[config.mk]
export PLATFORM = sky130hd
export DESIGN_NAME = iorp_top
export DESIGN_NICKNAME = d
export VERILOG_FILES = /design/src/hw/iorp_top.v /design/src/hw/iorp_delay_line.v /design/src/hw/iorp_storage_elem.v
export VERILOG_INCLUDE_DIRS = /design/src /design/src/hw
export SDC_FILE = /design/constraint.sdc
export NUM_CORES = 1
export LEC_CHECK = 0
export ABC_AREA = 0
export BUFFER_PORTS_ARGS = -buffer_cell sky130_fd_sc_hd__clkbuf_2
export CAP_MARGIN = 20
export CORE_MARGIN = 3
export CORE_UTILIZATION = 47
export CTS_CLUSTER_SIZE = 12
export DETAILED_ROUTE_END_ITERATION = 8
export PLACE_DENSITY = 0.85
export SYNTH_ARGS = -nofsm -noshare
export SYNTH_HDL_FRONTEND = slang
export SYNTH_SLANG_ARGS = --single-unit
[constraint.sdc]
create_clock -name aclk -period 2.1 [get_ports aclk]
set_input_delay 0.105 -clock aclk [delete_from_list [all_inputs] [get_ports aclk]]
set_output_delay 0.105 -clock aclk [all_outputs]
set_load 0.01 [all_outputs]
[src/hw/iorp_defines.vh]
// Shared constants for the pad input capture path and its register slave
`ifndef IORP_DEFINES_VH
`define IORP_DEFINES_VH

// ------------------------------------------------------------
// Register map
// ------------------------------------------------------------
`define IORP_ADDR_W        4
`define IORP_CFG_ADDR      4'h0
`define IORP_STAT_ADDR     4'h4
`define IORP_WORD_LSB      2
`define IORP_RESP_OKAY     2'h0
`define IORP_RESP_SLVERR   2'h2

// ------------------------------------------------------------
// Configuration word fields and reset value
// ------------------------------------------------------------
`define IORP_CFG_SEL_A     0
`define IORP_CFG_SEL_B     1
`define IORP_CFG_CE_IN     2
`define IORP_CFG_CE_OUT    3
`define IORP_CFG_LATCH     4
`define IORP_CFG_INIT_IN   5
`define IORP_CFG_DLY_LO    6
`define IORP_CFG_DLY_HI    7
`define IORP_CFG_EXT       8
`define IORP_CFG_CE_CONN   9
`define IORP_CFG_INIT_OUT  10
`define IORP_CFG_MASK      32'h000007ff
`define IORP_CFG_RESET     32'h0000000c

// ------------------------------------------------------------
// Status word fields
// ------------------------------------------------------------
`define IORP_STAT_IN_Q     0
`define IORP_STAT_OUT_Q    1
`define IORP_STAT_DLY      2
`define IORP_STAT_GLOBAL   3

// ------------------------------------------------------------
// Delay settings and tap counts
// ------------------------------------------------------------
`define IORP_DLY_FULL      2'h0
`define IORP_DLY_PART      2'h1
`define IORP_DLY_ZERO      2'h2
`define IORP_TAPS_FULL     2
`define IORP_TAP_FULL      2'h2
`define IORP_TAP_PART      2'h1
`define IORP_TAP_NONE      2'h0

`endif

[src/hw/iorp_top.v]
// Pad input capture path with output element and AXI4-Lite config slave
//
// What this block does
// Each core path picks the raw pad input or the stored input on its own.
// One shared enable gates the input element, the output element or both.
// The shared enable is active high and cannot be inverted here.
// Power-up or global set/reset forces the init value; clear is default.
// In flip-flop mode the element loads on a rising edge if enabled.
// Latch mode passes data while the clock is low and enable high.
// An unconnected enable acts as a constant high.
// One set-or-clear choice covers start-up and global set/reset alike.
// No user set or reset exists; only the global net initialises elements.
// Input element data passes a selectable delay, largest by default.
// The basic variant offers only full delay or no delay.
// The extended variant offers full, partial or no delay.
// The global net acts at power-up, reconfiguration and when driven.
// The delay setting only chooses a tap and leaves capture unchanged.
`timescale 1ns/1ps
`include "iorp_defines.vh"

module iorp_top (
	input  wire                    aclk,
	input  wire                    aresetn,
	// Pad and core side
	input  wire                    pad_in,
	input  wire                    element_clock,
	input  wire                    shared_clock_enable_pin,
	input  wire                    global_set_reset_net,
	input  wire                    core_output_data,
	output reg                     core_input_path_a,
	output reg                     core_input_path_b,
	output wire                    pad_out,
	// AXI4-Lite write address
	input  wire [`IORP_ADDR_W-1:0] s_axi_awaddr,
	input  wire [2:0]              s_axi_awprot,
	input  wire                    s_axi_awvalid,
	output wire                    s_axi_awready,
	// AXI4-Lite write data
	input  wire [31:0]             s_axi_wdata,
	input  wire [3:0]              s_axi_wstrb,
	input  wire                    s_axi_wvalid,
	output wire                    s_axi_wready,
	// AXI4-Lite write response
	output reg  [1:0]              s_axi_bresp,
	output reg                     s_axi_bvalid,
	input  wire                    s_axi_bready,
	// AXI4-Lite read address
	input  wire [`IORP_ADDR_W-1:0] s_axi_araddr,
	input  wire [2:0]              s_axi_arprot,
	input  wire                    s_axi_arvalid,
	output wire                    s_axi_arready,
	// AXI4-Lite read data
	output reg  [31:0]             s_axi_rdata,
	output reg  [1:0]              s_axi_rresp,
	output reg                     s_axi_rvalid,
	input  wire                    s_axi_rready
);

	// ------------------------------------------------------------
	// Helper functions
	// ------------------------------------------------------------

	// Register decode, shared by read and write paths
	function [1:0] iorp_decode;
		input [`IORP_ADDR_W-1:0] addr;
		begin
			if (addr == `IORP_CFG_ADDR)
				iorp_decode = 2'h1;
			else if (addr == `IORP_STAT_ADDR)
				iorp_decode = 2'h2;
			else
				iorp_decode = 2'h0;
		end
	endfunction

	// Byte-lane merge of a write into an old word
	function [31:0] iorp_merge;
		input [31:0] old_word;
		input [31:0] new_word;
		input [3:0]  strb;
		integer      k;
		begin
			iorp_merge = old_word;
			for (k = 0; k < 4; k = k + 1) begin
				if (strb[k])
					iorp_merge[k*8 +: 8] = new_word[k*8 +: 8];
			end
		end
	endfunction

	// Delay code to tap index, by family variant
	function [1:0] iorp_tap_sel;
		input       extended;
		input [1:0] code;
		begin
			if (extended) begin
				// three delay settings
				case (code)
					`IORP_DLY_PART: iorp_tap_sel = `IORP_TAP_PART;
					`IORP_DLY_ZERO: iorp_tap_sel = `IORP_TAP_NONE;
					default:        iorp_tap_sel = `IORP_TAP_FULL;
				endcase
			end else begin
				// full or no delay only
				if (code == `IORP_DLY_ZERO)
					iorp_tap_sel = `IORP_TAP_NONE;
				else
					iorp_tap_sel = `IORP_TAP_FULL;
			end
		end
	endfunction

	// ------------------------------------------------------------
	// Configuration and status
	// ------------------------------------------------------------
	reg  [31:0] cfg;
	wire [31:0] status;
	wire        in_q;
	wire        out_q;
	wire        delayed_in;

	wire        sel_a      = cfg[`IORP_CFG_SEL_A];
	wire        sel_b      = cfg[`IORP_CFG_SEL_B];
	wire        ce_to_in   = cfg[`IORP_CFG_CE_IN];
	wire        ce_to_out  = cfg[`IORP_CFG_CE_OUT];
	wire        latch_mode = cfg[`IORP_CFG_LATCH];
	wire        init_in    = cfg[`IORP_CFG_INIT_IN];
	wire        init_out   = cfg[`IORP_CFG_INIT_OUT];
	wire        extended   = cfg[`IORP_CFG_EXT];
	wire        ce_conn    = cfg[`IORP_CFG_CE_CONN];
	wire [1:0]  dly_code   = cfg[`IORP_CFG_DLY_HI:`IORP_CFG_DLY_LO];

	assign status = {28'h0000000,
	                 global_set_reset_net,
	                 delayed_in,
	                 out_q,
	                 in_q};

	// ------------------------------------------------------------
	// Shared clock enable routing
	// ------------------------------------------------------------
	wire ce_level;
	wire ce_in_elem;
	wire ce_out_elem;

	// no inversion
	// unconnected reads high
	assign ce_level    = ce_conn ? shared_clock_enable_pin : 1'b1;
	// enable to either or both
	assign ce_in_elem  = ce_to_in  ? ce_level : 1'b1;
	assign ce_out_elem = ce_to_out ? ce_level : 1'b1;

	// ------------------------------------------------------------
	// Input delay and storage elements
	// ------------------------------------------------------------
	wire [1:0] tap_sel;

	// full delay default
	// tap choice only
	assign tap_sel = iorp_tap_sel(extended, dly_code);

	iorp_delay_line u_delay (
		.aclk    (aclk),
		.aresetn (aresetn),
		.tap_sel (tap_sel),
		.din     (pad_in),
		.dout    (delayed_in)
	);

	// global net only
	// global net any time
	iorp_storage_elem u_in_elem (
		.aclk       (aclk),
		.aresetn    (aresetn),
		.force_init (global_set_reset_net),
		.init_set   (init_in),
		.latch_mode (latch_mode),
		.elem_clock (element_clock),
		.ce         (ce_in_elem),
		.d          (delayed_in),
		.q          (in_q)
	);

	// Output element shares mode and clock but has its own init choice
	iorp_storage_elem u_out_elem (
		.aclk       (aclk),
		.aresetn    (aresetn),
		.force_init (global_set_reset_net),
		.init_set   (init_out),
		.latch_mode (latch_mode),
		.elem_clock (element_clock),
		.ce         (ce_out_elem),
		.d          (core_output_data),
		.q          (out_q)
	);

	assign pad_out = out_q;

	// ------------------------------------------------------------
	// Core path selection
	// ------------------------------------------------------------
	// Both paths retimed once; the stored path still lags the direct one by the element stage and delay taps
	always @(posedge aclk) begin
		if (!aresetn) begin
			core_input_path_a <= 1'b0;
			core_input_path_b <= 1'b0;
		end else begin
			// independent path select
			core_input_path_a <= sel_a ? in_q : pad_in;
			core_input_path_b <= sel_b ? in_q : pad_in;
		end
	end

	// ------------------------------------------------------------
	// AXI4-Lite write channel
	// ------------------------------------------------------------
	reg                    aw_held;
	reg [`IORP_ADDR_W-1:0] aw_addr;
	reg                    w_held;
	reg [31:0]             w_data;
	reg [3:0]              w_strb;

	wire                    aw_take;
	wire                    w_take;
	wire                    aw_have;
	wire                    w_have;
	wire                    wr_fire;
	wire [`IORP_ADDR_W-1:0] wr_addr;
	wire [31:0]             wr_data;
	wire [3:0]              wr_strb;
	wire [1:0]              wr_hit;

	// New address or data waits until the response is taken
	assign s_axi_awready = !aw_held && !s_axi_bvalid;
	assign s_axi_wready  = !w_held && !s_axi_bvalid;
	assign aw_take       = s_axi_awvalid && s_axi_awready;
	assign w_take        = s_axi_wvalid && s_axi_wready;
	assign aw_have       = aw_held || aw_take;
	assign w_have        = w_held || w_take;
	assign wr_fire       = aw_have && w_have;
	assign wr_addr       = aw_held ? aw_addr : s_axi_awaddr;
	assign wr_data       = w_held ? w_data : s_axi_wdata;
	assign wr_strb       = w_held ? w_strb : s_axi_wstrb;
	assign wr_hit        = iorp_decode(wr_addr);

	always @(posedge aclk) begin
		if (!aresetn) begin
			aw_held      <= 1'b0;
			aw_addr      <= {`IORP_ADDR_W{1'b0}};
			w_held       <= 1'b0;
			w_data       <= 32'h00000000;
			w_strb       <= 4'h0;
			s_axi_bvalid <= 1'b0;
			s_axi_bresp  <= `IORP_RESP_OKAY;
			cfg          <= `IORP_CFG_RESET;
		end else begin
			if (s_axi_bvalid && s_axi_bready)
				s_axi_bvalid <= 1'b0;
			if (wr_fire) begin
				aw_held      <= 1'b0;
				w_held       <= 1'b0;
				s_axi_bvalid <= 1'b1;
				if (wr_hit == 2'h1) begin
					cfg <= iorp_merge(cfg, wr_data, wr_strb) &
					       `IORP_CFG_MASK;
					s_axi_bresp <= `IORP_RESP_OKAY;
				end else if (wr_hit == 2'h2)
					// Status is read-only; write dropped quietly
					s_axi_bresp <= `IORP_RESP_OKAY;
				else
					s_axi_bresp <= `IORP_RESP_SLVERR;
			end else begin
				if (aw_take) begin
					aw_held <= 1'b1;
					aw_addr <= s_axi_awaddr;
				end
				if (w_take) begin
					w_held <= 1'b1;
					w_data <= s_axi_wdata;
					w_strb <= s_axi_wstrb;
				end
			end
		end
	end

	// ------------------------------------------------------------
	// AXI4-Lite read channel
	// ------------------------------------------------------------
	wire       ar_take;
	wire [1:0] rd_hit;

	assign s_axi_arready = !s_axi_rvalid;
	assign ar_take       = s_axi_arvalid && s_axi_arready;
	assign rd_hit        = iorp_decode(s_axi_araddr);

	always @(posedge aclk) begin
		if (!aresetn) begin
			s_axi_rvalid <= 1'b0;
			s_axi_rdata  <= 32'h00000000;
			s_axi_rresp  <= `IORP_RESP_OKAY;
		end else begin
			if (s_axi_rvalid && s_axi_rready)
				s_axi_rvalid <= 1'b0;
			if (ar_take) begin
				s_axi_rvalid <= 1'b1;
				case (rd_hit)
					2'h1: begin
						s_axi_rdata <= cfg;
						s_axi_rresp <= `IORP_RESP_OKAY;
					end
					2'h2: begin
						s_axi_rdata <= status;
						s_axi_rresp <= `IORP_RESP_OKAY;
					end
					default: begin
						s_axi_rdata <= 32'h00000000;
						s_axi_rresp <= `IORP_RESP_SLVERR;
					end
				endcase
			end
		end
	end

	// Protection bits carry no meaning for this slave
	wire unused_prot = ^{s_axi_awprot, s_axi_arprot};

endmodule // iorp_top

[src/hw/iorp_delay_line.v]
// Tapped delay line in front of the input storage element
`timescale 1ns/1ps
`include "iorp_defines.vh"

module iorp_delay_line (
	input  wire       aclk,
	input  wire       aresetn,
	input  wire [1:0] tap_sel,
	input  wire       din,
	output wire       dout
);

	wire [`IORP_TAPS_FULL:0] taps;
	assign taps[0] = din;

	genvar i;
	generate
		for (i = 1; i <= `IORP_TAPS_FULL; i = i + 1) begin : g_tap
			reg stage;
			always @(posedge aclk) begin
				if (!aresetn)
					stage <= 1'b0;
				else
					stage <= taps[i-1];
			end
			assign taps[i] = stage;
		end
	endgenerate

	// Tap choice only; no effect on how data is captured
	assign dout = taps[tap_sel];

endmodule // iorp_delay_line

[src/hw/iorp_storage_elem.v]
// Configurable flip-flop or latch storage element of the pad block
`timescale 1ns/1ps

module iorp_storage_elem (
	input  wire aclk,
	input  wire aresetn,
	input  wire force_init,
	input  wire init_set,
	input  wire latch_mode,
	input  wire elem_clock,
	input  wire ce,
	input  wire d,
	output reg  q
);

	reg clock_prev;

	always @(posedge aclk) begin
		if (!aresetn) begin
			// Configuration resets to clear, matching this value
			q          <= 1'b0;
			// Starts high so a clock held high gives no false edge
			clock_prev <= 1'b1;
		end else begin
			clock_prev <= elem_clock;
			// init overrides all
			// one init choice
			if (force_init)
				q <= init_set;
			// latch transparent low
			else if (latch_mode) begin
				if (!elem_clock && ce)
					q <= d;
			// rising edge load
			end else if (elem_clock && !clock_prev && ce)
				q <= d;
		end
	end

endmodule // iorp_storage_elem

==> flow_summary.json <==
{
  "hold_viol_final": 0,
  "die_w_um": 78.4,
  "num_vias": 1951,
  "tns_ns": 0,
  "crit_arrival_ns": 2.07,
  "area_delta_synth_final_pct": 13.7,
  "grt_max_degree": 34,
  "via_per_inst": 5.09,
  "cts.sinks": 52,
  "final_util_pct": 57.4,
  "cts_resized": 0,
  "grt_setup_unrepaired": "false",
  "wl_um": 4780,
  "clkTransAtPathRegs_ns": 0.08,
  "min_period_ns": 1.88,
  "dieHeight_um": 78.4,
  "rows": 25,
  "finalCritPeriodShare_pct": 89.6,
  "drt_iter0_markers": 55,
  "max_slew_margin_pct": 61.1,
  "root_buffer": "clkbuf_8",
  "clk_latency_ns": 0.31,
  "cts_setup_buffers": 0,
  "p_leak_nw": 1.34,
  "yosysUniqueCellTypes": 39,
  "drive_gt1_share_pct": 25.6,
  "crit_family": "simple AND/OR/NAND/NOR gates",
  "worstPathCellList": "or4b_1 > a222oi_1 > buf_4 > nand3_1 > nor3b_2",
  "coreArea_um2": 4880,
  "io_pins": 106,
  "avgSynthCellArea_um2": 9.37,
  "cts-hold-fix-buffers": 1,
  "grt_overflow_total": 0,
  "status": "finished, final reports clean",
  "track_usage_pct": 16.4,
  "fmax_ghz": 0.532,
  "cellPowerDensity_nw_per_um2": 700,
  "end_kind": "flip-flop",
  "hold_path_class": "in -> reg",
  "drv_cap": 0,
  "yosysSeqAreaShare_pct": 42.2,
  "final_nets": 379,
  "gp_congestion": 0.797,
  "first_pass_iters": 5,
  "clock_skew_ns": 0.00719,
  "worstMarginPinSlew_ns": 0.583,
  "wl_per_cell_um": 12.5,
  "setup_viol": 0,
  "antenna_found_initial": 0,
  "grt_pass1_vias": 1837,
  "synth_warnings": 0,
  "cts_buffer_depth": 2,
  "async_flop_share_pct": 0,
  "drc": 0,
  "numCtsBuffers": 5,
  "fillers": 449,
  "cts_tree": "yes",
  "ys.flop_type": "dfxtp_1",
  "maxSlewViolCount": 0,
  "cp.buffers_inverters": 1,
  "htreeDepth": 2,
  "final_antenna_net_count": 0,
  "cp_slowest_stage_delay_ns": 0.49,
  "synthesis.area_um2": 2460,
  "synth_edf_count": 0,
  "dp_hpwl_um": 3620,
  "ir_drop_mv": 0.462,
  "start_kind": "flip-flop",
  "synth_seq_cells": 52,
  "grt_pass1_wl_um": 8150,
  "cp_slowest_cell": "or4b_1",
  "cp_max_fo": 21,
  "start_util_pct": 50.5,
  "worstSetupPathType": "reg -> reg",
  "power_mw": 1.96,
  "synthCells": 263,
  "antennaDiodeCount": 0,
  "die-area_um2": 6150,
  "whs_ns": 0.0439,
  "numPortBuffers": 53,
  "cp.required_ns": 2.29
}
-- registers in the layout (all words and copies together) (netlist names) --
register,flops
cfg,11
s_axi_rdata,11
w_data,11
aw_addr,4
u_delay.g_tap.stage,2
w_strb,2
aw_held,1
core_input_path_a,1
core_input_path_b,1
s_axi_bresp,1
s_axi_bvalid,1
s_axi_rresp,1
s_axi_rvalid,1
u_in_elem.q,1
u_out_elem.clock_prev,1
u_out_elem.q,1
w_held,1
-- cells by family after synthesis --
family,after synthesis,synth area share [%]
simple gates,84,19.0
flops,52,42.2
buf+inv,45,10.9
mux,40,16.3
compound gates,39,10.4
fa+ha+maj,2,1.02
other cells,1,0.152
-- Yosys cell counts (4+ instances only) --
| master | instances | area [um^2] |
|---|---|---|
| dfxtp_1 | 52 | 1040 |
| mux2i_1 | 39 | 390 |
| nor2_1 | 35 | 131 |
| buf_4 | 25 | 188 |
| a21oi_1 | 18 | 90.1 |
| clkbuf_1 | 8 | 30.0 |
| inv_1 | 8 | 30.0 |
| nand2b_1 | 8 | 50.1 |
| a22oi_1 | 7 | 52.6 |
| and3_1 | 6 | 37.5 |
| nor3_1 | 6 | 30.0 |
| nor3_2 | 6 | 60.1 |
| and3_2 | 4 | 30.0 |
| nand3_1 | 4 | 20.0 |
-- cell usage in the layout (no fill, tap or decap), drive strengths merged --
master       count
a211oi           2
a21oi           18
a222oi           1
a22o             1
a22oi            7
a32oi            2
a41o             1
and2             3
and3            10
buf              6
clkbuf          61
conb            23
dfxtp           52
dlygate4sd3      1
ha               2
inv              8
mux2             1
mux2i           39
nand2            4
nand2b           8
nand3            4
nand3b           2
nand4b           1
nor2            35
nor3            12
nor3b            1
o21a             1
o21ai            5
o221ai           1
or3              1
or3b             1
or4              1
or4b             1
-- per-stage QoR --
stage	setup WS [ns]	area [um^2]	cells
2_1_floorplan	0.376	2550	285
3_3_place_gp	0.252	2700	374
3_5_place_dp	0.245	2700	374
4_1_cts	0.221	2800	383
5_1_grt	0.0659	2800	383
6_report	0.219	2800	383
-- layout make-up --
class | instances | area, um^2 | area share, %
flip-flops and latches | 52 | 1040 | 37.1
repair buffers | 60 | 320 | 11.4
well taps | 67 | 83.8 | 2.99
clock buffers | 8 | 90.1 | 3.21
inverters | 8 | 30.0 | 1.07
multi-input cells | 188 | 1240 | 44.2
-- worst reg2reg max path: stages, from the launching register on --
cell      delay (ns)
dfxtp_1         0.44
or4b_1          0.49
a222oi_1        0.28
buf_4           0.29
nand3_1         0.10
nor3b_2         0.17
-- where the power goes --
| group | total [mW] | switching, mW | leakage (nW) | internal [mW] |
|---|---|---|---|---|
| Clock | 0.583 | 0.314 | 0.0455 | 0.269 |
| Sequential | 1.06 | 0.0337 | 0.423 | 1.03 |
| Combinational | 0.315 | 0.180 | 0.869 | 0.135 |
-- per-layer routing --
metal / global-route usage, % / wire (um) / vias to the layer above
met1: 21.4 / 2200 / 901
li1: - / - / 972
met5: 0 / 0 / -
met4: 8.04 / 85 / 0
met3: 3.90 / 329 / 8
met2: 25.4 / 2170 / 70
-- path summary, 6_finish.rpt --
check | from | to | slack [ns] | cells after the start
worst min register to register | s_axi_rdata[2] | s_axi_rdata[2] | 0.49 | 2
worst max register to register | aw_held | cfg[10] | 0.22 | 5
worst max-delay path | aw_held | cfg[10] | 0.22 | 5
worst min-delay path | s_axi_awaddr[3] | aw_addr[3] | 0.04 | 3
No activity file was read; power rests on OpenSTA's default activity.
